## src/rtcis_pkg.sv

```systemverilog
// package of constants and types for the rtc i2c slave register access block
package rtcis_pkg;
    // ************************************************
    // link and address constants
    // ************************************************
    localparam logic [6:0] RTCIS_SLAVE_ADDR = 7'h32; // fixed 7-bit address 0110010
    localparam int RTCIS_NUM_REGS = 16; // register bank depth
    localparam logic [3:0] RTCIS_ADDR_LAST = 4'hF; // pointer wraps after this
    // ************************************************
    // register offsets
    // ************************************************
    localparam logic [3:0] RTCIS_OFS_EXTENSION = 4'hD; // extension register
    localparam logic [3:0] RTCIS_OFS_FLAGS = 4'hE; // flag register
    localparam logic [3:0] RTCIS_OFS_CONTROL_SETTINGS = 4'hF; // control_settings
    // ************************************************
    // field positions
    // ************************************************
    localparam int RTCIS_BIT_TEST = 7; // factory test bit in extension
    localparam int RTCIS_BIT_UPDATE = 5; // update_flag
    localparam int RTCIS_BIT_TIMER = 4; // timer_flag
    localparam int RTCIS_BIT_ALARM = 3; // alarm_flag
    localparam int RTCIS_BIT_LOWV = 1; // low_voltage_flag
    localparam int RTCIS_BIT_SUPDET = 0; // supply_detect_flag
    localparam logic [7:0] RTCIS_FLAG_W0_MASK = 8'h3B; // bits that only take a zero
    // ************************************************
    // reset values
    // ************************************************
    localparam logic [7:0] RTCIS_RST_REG = 8'h00; // undefined registers start at zero
    localparam logic [7:0] RTCIS_RST_FLAGS = 8'h02; // low_voltage_flag set
    localparam logic [7:0] RTCIS_READ_INVALID = 8'hFF; // read data after timeout
    // ************************************************
    // timing
    // ************************************************
    localparam longint RTCIS_CLK_HZ = 50000000; // system clock rate
    localparam longint RTCIS_TIMEOUT_MS = 950; // 0.95 s bus timeout in ms
    localparam longint RTCIS_TIMEOUT_CYC = RTCIS_CLK_HZ * RTCIS_TIMEOUT_MS / 1000;
    // ************************************************
    // types
    // ************************************************
    typedef enum logic [2:0]
    {
        RTCIS_IDLE = 3'b000, // waiting for start
        RTCIS_ADDR = 3'b001, // receiving address byte
        RTCIS_RX = 3'b010, // receiving data bytes
        RTCIS_TX = 3'b011, // sending data bytes
        RTCIS_ACK = 3'b100, // driving acknowledge
        RTCIS_MACK = 3'b101, // sampling master acknowledge
        RTCIS_WAIT = 3'b110 // released, waiting for stop
    } rtcis_state_t;

    // sampled bus levels
    typedef struct packed
    {
        logic scl;
        logic sda;
    } rtcis_bus_t;

    // open-drain data pin drive
    typedef struct packed
    {
        logic out;
        logic oe;
    } rtcis_sda_drv_t;
endpackage : rtcis_pkg

```

## src/rtcis_slave.sv

```systemverilog
// i2c slave giving a bus master byte access to the rtc register bank
`timescale 1ns/1ps
`default_nettype none
module rtcis_slave
    import rtcis_pkg::*;
#(
    parameter longint TIMEOUT_CYC = RTCIS_TIMEOUT_CYC // bus timeout in clock cycles
)
(
    input wire logic clk,
    input wire logic rst,
    input wire logic scl_in,
    input wire logic sda_in,
    output var logic sda_out,
    output var logic sda_oe,
    output var logic busy,
    output var logic [7:0] control_settings
);
    import rtcis_pkg::*;

    // ************************************************
    // elaboration checks
    // ************************************************
    if (TIMEOUT_CYC < 16 || TIMEOUT_CYC >= 64'd1 << 32)
    begin : g_bad_timeout
        $error("timeout count out of range");
    end

    // ************************************************
    // pin synchronisers
    // ************************************************
    rtcis_bus_t sync1_reg; // first stage, read only by second
    rtcis_bus_t sync2_reg; // second stage
    rtcis_bus_t prev_reg; // previous sampled level for edges

    // two flip-flops ahead of all logic
    always_ff @(posedge clk or posedge rst)
    begin
        if (rst)
        begin
            sync1_reg <= '{scl: 1'b1, sda: 1'b1};
            sync2_reg <= '{scl: 1'b1, sda: 1'b1};
            prev_reg <= '{scl: 1'b1, sda: 1'b1};
        end
        else
        begin
            sync1_reg <= '{scl: scl_in, sda: sda_in};
            sync2_reg <= sync1_reg;
            prev_reg <= sync2_reg;
        end
    end

    // bus events from the synchronised levels
    logic scl_rise; // scl rising edge
    logic scl_fall; // scl falling edge
    logic start_det; // start or restart
    logic stop_det; // stop
    assign scl_rise = sync2_reg.scl && !prev_reg.scl;
    assign scl_fall = !sync2_reg.scl && prev_reg.scl;
    assign start_det = sync2_reg.scl && prev_reg.scl && prev_reg.sda && !sync2_reg.sda;
    assign stop_det = sync2_reg.scl && prev_reg.scl && !prev_reg.sda && sync2_reg.sda;

    // ************************************************
    // state
    // ************************************************
    rtcis_state_t state_reg, state_next; // protocol state
    logic [3:0] bit_cnt_reg, bit_cnt_next; // bits of the current byte
    logic [7:0] shift_reg, shift_next; // byte shifter
    logic [3:0] ptr_reg, ptr_next; // register pointer
    logic rd_reg, rd_next; // transaction direction is read
    logic ptr_set_reg, ptr_set_next; // pointer byte already taken
    logic active_reg, active_next; // inside start..stop
    logic dead_reg, dead_next; // timed out, bus invalid until start
    logic [31:0] tmo_reg, tmo_next; // timeout counter
    logic sda_drv_reg, sda_drv_next; // pull sda low
    logic [7:0] regs_reg [RTCIS_NUM_REGS]; // register bank
    logic wr_en; // write one byte into the bank
    logic [7:0] wr_data; // byte to write
    logic [3:0] wr_addr; // where to write
    rtcis_sda_drv_t drv; // pin drive bundle

    // next-state logic
    always_comb
    begin
        state_next = state_reg;
        bit_cnt_next = bit_cnt_reg;
        shift_next = shift_reg;
        ptr_next = ptr_reg;
        rd_next = rd_reg;
        ptr_set_next = ptr_set_reg;
        active_next = active_reg;
        dead_next = dead_reg;
        tmo_next = tmo_reg;
        sda_drv_next = sda_drv_reg;
        wr_en = 1'b0;
        wr_data = shift_reg;
        wr_addr = ptr_reg;
        // timeout counts from start to stop
        if (active_reg)
        begin
            tmo_next = tmo_reg + 32'h00000001;
        end
        if (start_det)
        begin
            // restart handled the same as start, except the running timeout count is kept
            state_next = RTCIS_ADDR;
            bit_cnt_next = 4'h0;
            sda_drv_next = 1'b0;
            ptr_set_next = 1'b0;
            dead_next = 1'b0;
            if (!active_reg)
            begin
                tmo_next = 32'h00000000;
            end
            active_next = 1'b1;
        end
        else if (stop_det)
        begin
            // stop ends everything and releases sda
            state_next = RTCIS_IDLE;
            sda_drv_next = 1'b0;
            active_next = 1'b0;
            tmo_next = 32'h00000000;
        end
        else if (active_reg && tmo_reg >= TIMEOUT_CYC[31:0] - 32'h00000001)
        begin
            // bus clearing back to standby
            state_next = RTCIS_IDLE;
            sda_drv_next = 1'b0;
            active_next = 1'b0;
            dead_next = 1'b1;
            tmo_next = 32'h00000000;
        end
        else
        begin
            case (state_reg)
                RTCIS_ADDR, RTCIS_RX:
                begin
                    // sample on rising scl
                    if (scl_rise)
                    begin
                        shift_next = {shift_reg[6:0], sync2_reg.sda};
                        bit_cnt_next = bit_cnt_reg + 4'h1;
                    end
                    else if (scl_fall && bit_cnt_reg == 4'h8)
                    begin
                        bit_cnt_next = 4'h0;
                        if (state_reg == RTCIS_ADDR)
                        begin
                            if (shift_reg[7:1] == RTCIS_SLAVE_ADDR)
                            begin
                                rd_next = shift_reg[0];
                                sda_drv_next = 1'b1;
                                state_next = RTCIS_ACK;
                            end
                            else
                            begin
                                state_next = RTCIS_WAIT;
                            end
                        end
                        else
                        begin
                            sda_drv_next = 1'b1;
                            state_next = RTCIS_ACK;
                            if (!ptr_set_reg)
                            begin
                                ptr_next = shift_reg[3:0];
                                ptr_set_next = 1'b1;
                            end
                            else
                            begin
                                wr_en = !dead_reg;
                                ptr_next = ptr_reg + 4'h1;
                            end
                        end
                    end
                end
                RTCIS_ACK:
                begin
                    // release at ninth fall, then next byte
                    if (scl_fall)
                    begin
                        sda_drv_next = 1'b0;
                        bit_cnt_next = 4'h0;
                        if (rd_reg)
                        begin
                            shift_next = regs_reg[ptr_reg];
                            sda_drv_next = !regs_reg[ptr_reg][7];
                            state_next = RTCIS_TX;
                        end
                        else
                        begin
                            state_next = RTCIS_RX;
                        end
                    end
                end
                RTCIS_TX:
                begin
                    // shift out on falling scl
                    if (scl_fall)
                    begin
                        bit_cnt_next = bit_cnt_reg + 4'h1;
                        if (bit_cnt_reg == 4'h7)
                        begin
                            sda_drv_next = 1'b0;
                            ptr_next = ptr_reg + 4'h1;
                            state_next = RTCIS_MACK;
                        end
                        else
                        begin
                            shift_next = {shift_reg[6:0], 1'b1};
                            sda_drv_next = !shift_reg[6];
                        end
                    end
                end
                RTCIS_MACK:
                begin
                    // master ack sampled on ninth rise
                    if (scl_rise)
                    begin
                        if (sync2_reg.sda)
                        begin
                            state_next = RTCIS_WAIT;
                        end
                        else
                        begin
                            state_next = RTCIS_ACK;
                        end
                    end
                end
                default:
                begin
                    sda_drv_next = 1'b0;
                end
            endcase
        end
        if (wr_en)
        begin
            wr_data = shift_reg;
        end
    end

    // protocol registers
    always_ff @(posedge clk or posedge rst)
    begin
        if (rst)
        begin
            state_reg <= RTCIS_IDLE;
            bit_cnt_reg <= 4'h0;
            shift_reg <= 8'h00;
            ptr_reg <= 4'h0;
            rd_reg <= 1'b0;
            ptr_set_reg <= 1'b0;
            active_reg <= 1'b0;
            dead_reg <= 1'b0;
            tmo_reg <= 32'h00000000;
            sda_drv_reg <= 1'b0;
        end
        else
        begin
            state_reg <= state_next;
            bit_cnt_reg <= bit_cnt_next;
            shift_reg <= shift_next;
            ptr_reg <= ptr_next;
            rd_reg <= rd_next;
            ptr_set_reg <= ptr_set_next;
            active_reg <= active_next;
            dead_reg <= dead_next;
            tmo_reg <= tmo_next;
            sda_drv_reg <= sda_drv_next;
        end
    end

    // ************************************************
    // register bank
    // ************************************************
    // one register per entry, flag bits only take zeros
    for (genvar i = 0; i < RTCIS_NUM_REGS; i++)
    begin : g_regs
        logic [7:0] bank_next; // next value of this entry
        always_comb
        begin
            bank_next = regs_reg[i];
            if (wr_en && wr_addr == 4'(i))
            begin
                if (4'(i) == RTCIS_OFS_FLAGS)
                begin
                    bank_next = (wr_data & ~RTCIS_FLAG_W0_MASK)
                        | (regs_reg[i] & wr_data & RTCIS_FLAG_W0_MASK);
                end
                else
                begin
                    bank_next = wr_data;
                end
            end
        end
        always_ff @(posedge clk or posedge rst)
        begin
            if (rst)
            begin
                regs_reg[i] <= (4'(i) == RTCIS_OFS_FLAGS) ? RTCIS_RST_FLAGS : RTCIS_RST_REG;
            end
            else
            begin
                regs_reg[i] <= bank_next;
            end
        end
    end

    // ************************************************
    // outputs
    // ************************************************
    logic busy_reg; // transaction in progress
    logic [7:0] ctrl_reg; // copy of control_settings
    // open-drain data, read of dead bus gives all ones by never pulling low
    always_comb
    begin
        drv.out = 1'b0;
        drv.oe = sda_drv_next && !(dead_next && state_next == RTCIS_TX);
    end
    always_ff @(posedge clk or posedge rst)
    begin
        if (rst)
        begin
            sda_out <= 1'b0;
            sda_oe <= 1'b0;
            busy_reg <= 1'b0;
            ctrl_reg <= RTCIS_RST_REG;
        end
        else
        begin
            sda_out <= drv.out;
            sda_oe <= drv.oe;
            busy_reg <= active_next;
            ctrl_reg <= regs_reg[RTCIS_OFS_CONTROL_SETTINGS];
        end
    end
    assign busy = busy_reg;
    assign control_settings = ctrl_reg;
endmodule : rtcis_slave
`default_nettype wire

```

## config.mk

```make
export PLATFORM = sky130hd
export DESIGN_NAME = rtcis_slave
export DESIGN_NICKNAME = d
export VERILOG_FILES = /design/src/rtcis_pkg.sv /design/src/rtcis_slave.sv
export SDC_FILE = /design/constraint.sdc
export NUM_CORES = 1
export LEC_CHECK = 0
export ABC_CLOCK_PERIOD_IN_PS = 15600
export BUFFER_PORTS_ARGS = -buffer_cell sky130_fd_sc_hd__buf_2
export CORE_MARGIN = 3
export CORE_UTILIZATION = 40
export DETAILED_ROUTE_END_ITERATION = 10
export GPL_TIMING_DRIVEN = 0
export HOLD_SLACK_MARGIN = 0.05
export PLACE_DENSITY = 0.67
export REMOVE_ABC_BUFFERS = 1
export SKIP_LAST_GASP = 1
export SYNTH_ARGS = -nofsm -noshare
export SYNTH_HDL_FRONTEND = slang
export SYNTH_SLANG_ARGS = --single-unit
```

## constraint.sdc

```tcl
create_clock -name clk -period 15.6 [get_ports clk]
set_input_delay 4.68 -clock clk [delete_from_list [all_inputs] [get_ports clk]]
set_output_delay 4.68 -clock clk [all_outputs]
set_load 0.005 [all_outputs]
```

==> results.json, run 1 <==
{
  "yosysMostFrequentCell": "dfrtp_1",
  "grt_setup_unrepaired": "false",
  "maxCapViolCount": 0,
  "syn2layout_area_growth_pct": 9.89,
  "routedWlPerCell_um": 17.9,
  "grtUsageTotal_pct": 15.7,
  "cts_max_level": 4,
  "grt_pass1_wl_mm": 33.0,
  "post-route-min-period_ns": 5.98,
  "cp-end-kind": "output port",
  "num_vias": 6060,
  "whs_path_depth": 0,
  "cts_tree": "done",
  "grt_max_degree": 115,
  "ant_nets": 0,
  "worst-path-buf-inv": 1,
  "grt_pass1_vias": 6156,
  "final_cell_count_no_fill": 1100,
  "cp.arrival_ns": 1.30,
  "grt_overflow": 0,
  "die_w_um": 163,
  "critPathMaxFanout": 14,
  "hp-class": "flip-flop to flip-flop",
  "ios": 15,
  "hold_violations": 0,
  "num-fill-cells": 2151,
  "placedCellCount": 1068,
  "slowest_delay_ns": 0.66,
  "relSlewSlack_pct": 16.1,
  "synth-edff-count": 0,
  "hold_ws_ns": 0.357,
  "worstHoldStart": "sync1_reg[0]$_DFF_PP1_",
  "drc_errors": 0,
  "fin_setup_tns_ns": 0,
  "die-area_um2": 26500,
  "synth_commonest_cells": "192 x dfrtp_1, 128 x mux2_2, 55 x nor2_1, 39 x nand2_1, 33 x nand3_1",
  "r2r-start": "prev_reg[1]$_DFF_PP1_",
  "diodes": 0,
  "crit_family": "flip-flops",
  "start_util_pct": 41.2,
  "timing.rr.end": "regs_reg[97]$_DFFE_PP0P_",
  "fin_crit_sh_pct": 38.3,
  "syn_inst": 779,
  "pre_cts_ws_ns": 9.80,
  "antenna_found_initial": 0,
  "drtIter0Drc": 513,
  "crit_slowest_cell": "dfrtp_1",
  "synth_cell_types": 64,
  "syn-cell-area_um2": 9820,
  "ctsHoldBuffers": 0,
  "finalPower_mw": 1.32,
  "place_area_um2": 10200,
  "ys_ff_latch": 199,
  "cts_buffers": 17,
  "drive_above_1_share_pct": 31.1,
  "r2r_cells": 5,
  "crit_type": "flip-flop to output port",
  "postSynth.asyncResetShare_pct": 100,
  "dp_hpwl_mm": 12.3,
  "port_buffers": 13,
  "fin_nets": 780,
  "crit_chain": "buf_2",
  "cts_num_sinks": 199,
  "stdcell_area_um2": 10800,
  "synth.area.top_cells": "dfrtp_1 49%, mux2_2 15%, mux4_2 7.3%, nor4_4 2.4%, nor2_1 2.1%",
  "required_ns": 10.92,
  "synth_seq_area_share_pct": 50.8,
  "post_cts_resized": 0,
  "path_clk_slew_ns": 0.07,
  "vias_per_cell": 5.51,
  "worst_skew_pair.late_latency_ns": 0.44,
  "synth_top_area_cell": "dfrtp_1",
  "startpoint_type": "flip-flop",
  "yosysWarningCount": 0,
  "vdd_drop_max_v": 0.0000801,
  "gp_congestion": 0.836,
  "final_max_slew_viol_count": 0,
  "fmax_mhz": 167,
  "r2r_slack_ns": 11.97,
  "drt_wl_total_mm": 19.7,
  "worst_pin_slew_ns": 1.25,
  "setup_viol": 0,
  "first_pass_iters": 6,
  "post-route-util_pct": 45.3,
  "p_per_area_nw_per_um2": 122,
  "rows": 56,
  "cts_buffer_depth": 2,
  "avgSynthCellArea_um2": 12.6,
  "yosysTopAreaCellShare_pct": 48.9,
  "layout_setup_ws_ns": 9.62,
  "p_leak_nw": 4.79,
  "status": "completed",
  "holdPathEnd": "sync2_reg[0]$_DFF_PP1_",
  "cts-root-buf": "clkbuf_16",
  "coreArea_um2": 23800,
  "yosys_most_used_dff": "dfrtp_1",
  "die_y_um": 163,
  "fin_skew_ns": 0.0142,
  "cts_setup_buffers": 0,
  "largest_register_ffs": 128
}
## layer usage
metal / GRT usage, % / part of all wire, % / up-vias
li1: - / - / 2813
met1: 22.3 / 48 / 3118
met2: 24.8 / 48 / 110
met3: 2.75 / 3.1 / 19
met4: 4.77 / 1.3 / 0
met5: 0 / 0 / -
## worst max-delay path by stage
stage                                start                    endpoint  slack, ns  depth (start not counted)
after detailed placement               rst    regs_reg[82]$_DFFE_PP0P_       9.80                          3
after CTS                 busy$_DFFE_PP0P_                        busy       9.59                          1
after global routing      busy$_DFFE_PP0P_                        busy       9.53                          1
final                     busy$_DFFE_PP0P_                        busy       9.62                          1
after global placement                 rst    regs_reg[83]$_DFFE_PP0P_       3.17                          2
after floorplan                        rst  bit_cnt_reg[0]$_DFFE_PP0P_       5.51                          1
## final cells by class
type                            instances  area [um2]  area share, %
Sequential cell                       199        4990           46.3
Multi-Input combinational cell        513        4560           42.2
Clock buffer                           18         439           4.07
Tap cell                              319         399           3.70
Clock inverter                         14         173           1.60
Timing Repair Buffer                   17         148           1.37
Inverter                               20        82.6          0.765
## placed cells by master, fill, tap and decap left out, types with 4 or more instances in the layout
master     count
mux2_1         7
dfstp_2        7
o21ai_0       17
o31ai_1        4
or4_1          4
nand3_1       33
nor4_2         5
xor2_1        14
inv_6          5
a21oi_1       16
mux4_2        32
inv_1         19
inv_8          4
nand4b_1       6
mux2_2       128
and3_1         6
a31oi_1        4
o211ai_1       9
ha_1           8
o21a_1         6
nor4_4        11
or3_1          4
nor2b_1        7
a211oi_1       5
nor2_1        55
nor3_1        11
a22oi_1        7
dfrtp_1      190
nand2b_1      13
nand4_1        7
xnor2_1       16
nand2_1       39
buf_2         13
clkbuf_16     17
## power breakdown
| part | internal (mW) | switching, mW | total, mW |
|---|---|---|---|
| registers | 0.540 | 0.0976 | 0.638 |
| logic | 0.0972 | 0.129 | 0.226 |
| clock network | 0.236 | 0.219 | 0.455 |
| total | 0.873 | 0.445 | 1.32 |
## logic make-up after synthesis
kind of cell               share of synthesized area (%)
AOI/OAI and AO/OA                                   5.88
xor gates and xnor gates                            2.68
adders and majority gates                           1.02
buffers and inverters                               2.78
DFF                                                 50.8
muxes                                               23.1
other                                             0.0382
and+or+nand+nor                                     13.7
Power figures use the tool's default switching activity.
==> run 2, diff against run 1 <==
--- a/config.mk
+++ b/config.mk
@@ -5,14 +5,15 @@
 export SDC_FILE = /design/constraint.sdc
 export NUM_CORES = 1
 export LEC_CHECK = 0
-export ABC_CLOCK_PERIOD_IN_PS = 15600
+export ABC_AREA = 1
+export ABC_CLOCK_PERIOD_IN_PS = 4900
 export BUFFER_PORTS_ARGS = -buffer_cell sky130_fd_sc_hd__buf_2
 export CORE_MARGIN = 3
 export CORE_UTILIZATION = 40
 export DETAILED_ROUTE_END_ITERATION = 10
 export GPL_TIMING_DRIVEN = 0
 export HOLD_SLACK_MARGIN = 0.05
-export PLACE_DENSITY = 0.67
+export PLACE_DENSITY = 0.69
 export REMOVE_ABC_BUFFERS = 1
 export SKIP_LAST_GASP = 1
 export SYNTH_ARGS = -nofsm -noshare
==> constraint.sdc (replaced) <==
create_clock -name clk -period 4.9 [get_ports clk]
set_input_delay 1.47 -clock clk [delete_from_list [all_inputs] [get_ports clk]]
set_output_delay 1.47 -clock clk [all_outputs]
set_load 0.005 [all_outputs]
==> results.json, run 2 <==
{
  "cts_buffer_depth": 2,
  "ant_nets": 0,
  "drtIter0Drc": 907,
  "sw_frac_of_total_pct": 33.3,
  "drt_wl_total_mm": 22.7,
  "num-fill-cells": 2339,
  "worst_skew_pair.late_latency_ns": 0.44,
  "gp_congestion": 0.902,
  "synth_top_family_by_area": "simple AND/OR/NAND/NOR gates",
  "syn-cell-area_um2": 9750,
  "ys_ff_latch": 199,
  "crit_family": "buffers and inverters",
  "cts_num_sinks": 199,
  "dp_hpwl_mm": 14.3,
  "final_common_cell": "nand2_1",
  "pre_cts_ws_ns": 1.48,
  "synth_seq_area_share_pct": 51.2,
  "p_seq_share_pct": 46.3,
  "critPathMaxFanout": 41,
  "status": "completed",
  "drive_above_1_share_pct": 7.43,
  "maxCapViolCount": 0,
  "fmax_mhz": 283,
  "layout_common_cells": "275 x nand2_1, 191 x dfrtp_1, 149 x nor2_1, 129 x o21ai_0, 89 x o21ai_1",
  "synth_fa_ha_area_share_pct": 1.03,
  "post-route-util_pct": 44.6,
  "grt_pass1_vias": 7559,
  "stdcell_area_um2": 10600,
  "fin_skew_ns": 0.0134,
  "port_buffers": 13,
  "die-area_um2": 26300,
  "largest_register_ffs": 128,
  "die_y_um": 162,
  "synth-edff-count": 0,
  "synth_xor_area_share_pct": 2.52,
  "yosysWarningCount": 0,
  "synth_compound_area_share_pct": 14.8,
  "layout_setup_ws_ns": 1.37,
  "cp.arrival_ns": 3.82,
  "hp-class": "flip-flop to flip-flop",
  "syn2layout_area_growth_pct": 8.29,
  "slowest_delay_ns": 1.26,
  "drc_errors": 0,
  "relSlewSlack_pct": 7.04,
  "yosysTopAreaCellShare_pct": 49.3,
  "cts_tree": "done",
  "power.switching_mw": 1.29,
  "setup_viol": 0,
  "startpoint_type": "flip-flop",
  "grt_overflow": 0,
  "crit_slowest_cell": "inv_1",
  "crit_type": "flip-flop to flip-flop",
  "cts_buffers": 17,
  "intPower_mw": 2.58,
  "place_area_um2": 9960,
  "cts_max_level": 4,
  "p_clk_share_pct": 36.6,
  "synth.area.top_cells": "dfrtp_1 49%, nand2_1 11%, o21ai_0 6.6%, nor2_1 5.7%, o21ai_1 4.6%",
  "start_util_pct": 41.2,
  "hold_violations": 0,
  "syn_inst": 1179,
  "grt_max_degree": 130,
  "required_ns": 5.19,
  "ios": 15,
  "synth_top_area_cell": "dfrtp_1",
  "synth_commonest_cells": "275 x nand2_1, 192 x dfrtp_1, 149 x nor2_1, 129 x o21ai_0, 89 x o21ai_1",
  "ctsHoldBuffers": 0,
  "worst_pin_slew_ns": 1.39,
  "p_leak_nw": 4.71,
  "finalPower_mw": 3.87,
  "synthMuxAreaShare_pct": 0,
  "cp-end-kind": "flip-flop",
  "path_clk_slew_ns": 0.08,
  "yosys_most_used_dff": "dfrtp_1",
  "worst-path-buf-inv": 1,
  "coreArea_um2": 23700,
  "first_pass_iters": 5,
  "routedWlPerCell_um": 15.2,
  "grt_setup_unrepaired": "false",
  "r2r_slack_ns": 1.37,
  "cts-root-buf": "clkbuf_16",
  "num_vias": 7784,
  "postSynth.asyncResetShare_pct": 100,
  "combPwrFrac_pct": 17.2,
  "die_w_um": 162,
  "diodes": 0,
  "rows": 56,
  "final_max_slew_viol_count": 0,
  "antenna_found_initial": 0,
  "post_cts_resized": 0,
  "grt_pass1_wl_mm": 38.5,
  "cts_setup_buffers": 0,
  "vias_per_cell": 5.22,
  "synth_cell_types": 39,
  "fin_nets": 1170,
  "crit_chain": "inv_1, ha_1, nand3_2, nand2_1, o21ai_0",
  "yosysMostFrequentCell": "nand2_1",
  "vdd_drop_max_v": 0.000282,
  "avgSynthCellArea_um2": 8.27,
  "post-route-min-period_ns": 3.53,
  "synth_simple_gate_area_share_pct": 24.0,
  "grtUsageTotal_pct": 18.0,
  "p_per_area_nw_per_um2": 366,
  "fin_crit_sh_pct": 72.1
}
==> run 2: power by group through the flow <==
stage	clock network [mW]	registers [mW]	logic [mW]
floorplan	0	1.80	0.468
global placement	0	1.82	0.640
detailed placement	0	1.82	0.653
CTS	1.43	1.79	0.657
global route	1.51	1.80	0.748
finish	1.41	1.79	0.663
==> run 2: layout make-up <==
type                    instances  area, um2  area share (%)
well taps                     319        399            3.78
clock inverters                15        169            1.60
clock buffers                  17        425            4.03
inverters                      80        310            2.94
repair buffers                 16        133            1.26
flip-flops and latches        199       4990            47.3
multi-input cells             844       4130            39.1
==> run 2: kinds of logic after synthesis <==
group                      Yosys count
xor gates and xnor gates            28
AOI/OAI and AO/OA                  278
buffers and inverters              136
other                                1
DFF                                199
adders and majority gates            8
and+or+nand+nor                    529
==> run 2: stage by stage <==
| stage | setup TNS (ns) | instances | hold WS (ns) |
|---|---|---|---|
| after floorplan | -384.22 | 1123 | 0.345 |
| after global placement | -855.86 | 1455 | 0.347 |
| after detailed placement | 0 | 1458 | 0.353 |
| after CTS | 0 | 1490 | 0.356 |
| after global routing | 0 | 1490 | 0.359 |
| final | 0 | 1490 | 0.356 |
==> run 2: path summary, 6_finish.rpt <==
kind / startpoint / end / depth (start not counted)
max: ptr_reg[1]$_DFFE_PP0P_ / regs_reg[112]$_DFFE_PP0P_ / 5
min reg2reg: sync1_reg[1]$_DFF_PP1_ / sync2_reg[1]$_DFF_PP1_ / 0
min in group asynchronous: rst / regs_reg[19]$_DFFE_PP0P_ / 2
max reg2reg: ptr_reg[1]$_DFFE_PP0P_ / regs_reg[112]$_DFFE_PP0P_ / 5
min: sync1_reg[1]$_DFF_PP1_ / sync2_reg[1]$_DFF_PP1_ / 0
max in group asynchronous: rst / regs_reg[67]$_DFFE_PP0P_ / 3
==> run 2: layer usage <==
| metal | global-route usage, % | vias to the layer above | share of wire, % |
|---|---|---|---|
| met2 | 28.4 | 226 | 45 |
| met3 | 3.24 | 30 | 5.3 |
| li1 | - | 3845 | - |
| met5 | 0 | - | 0 |
| met4 | 5.47 | 0 | 1.7 |
| met1 | 25.6 | 3683 | 48 |
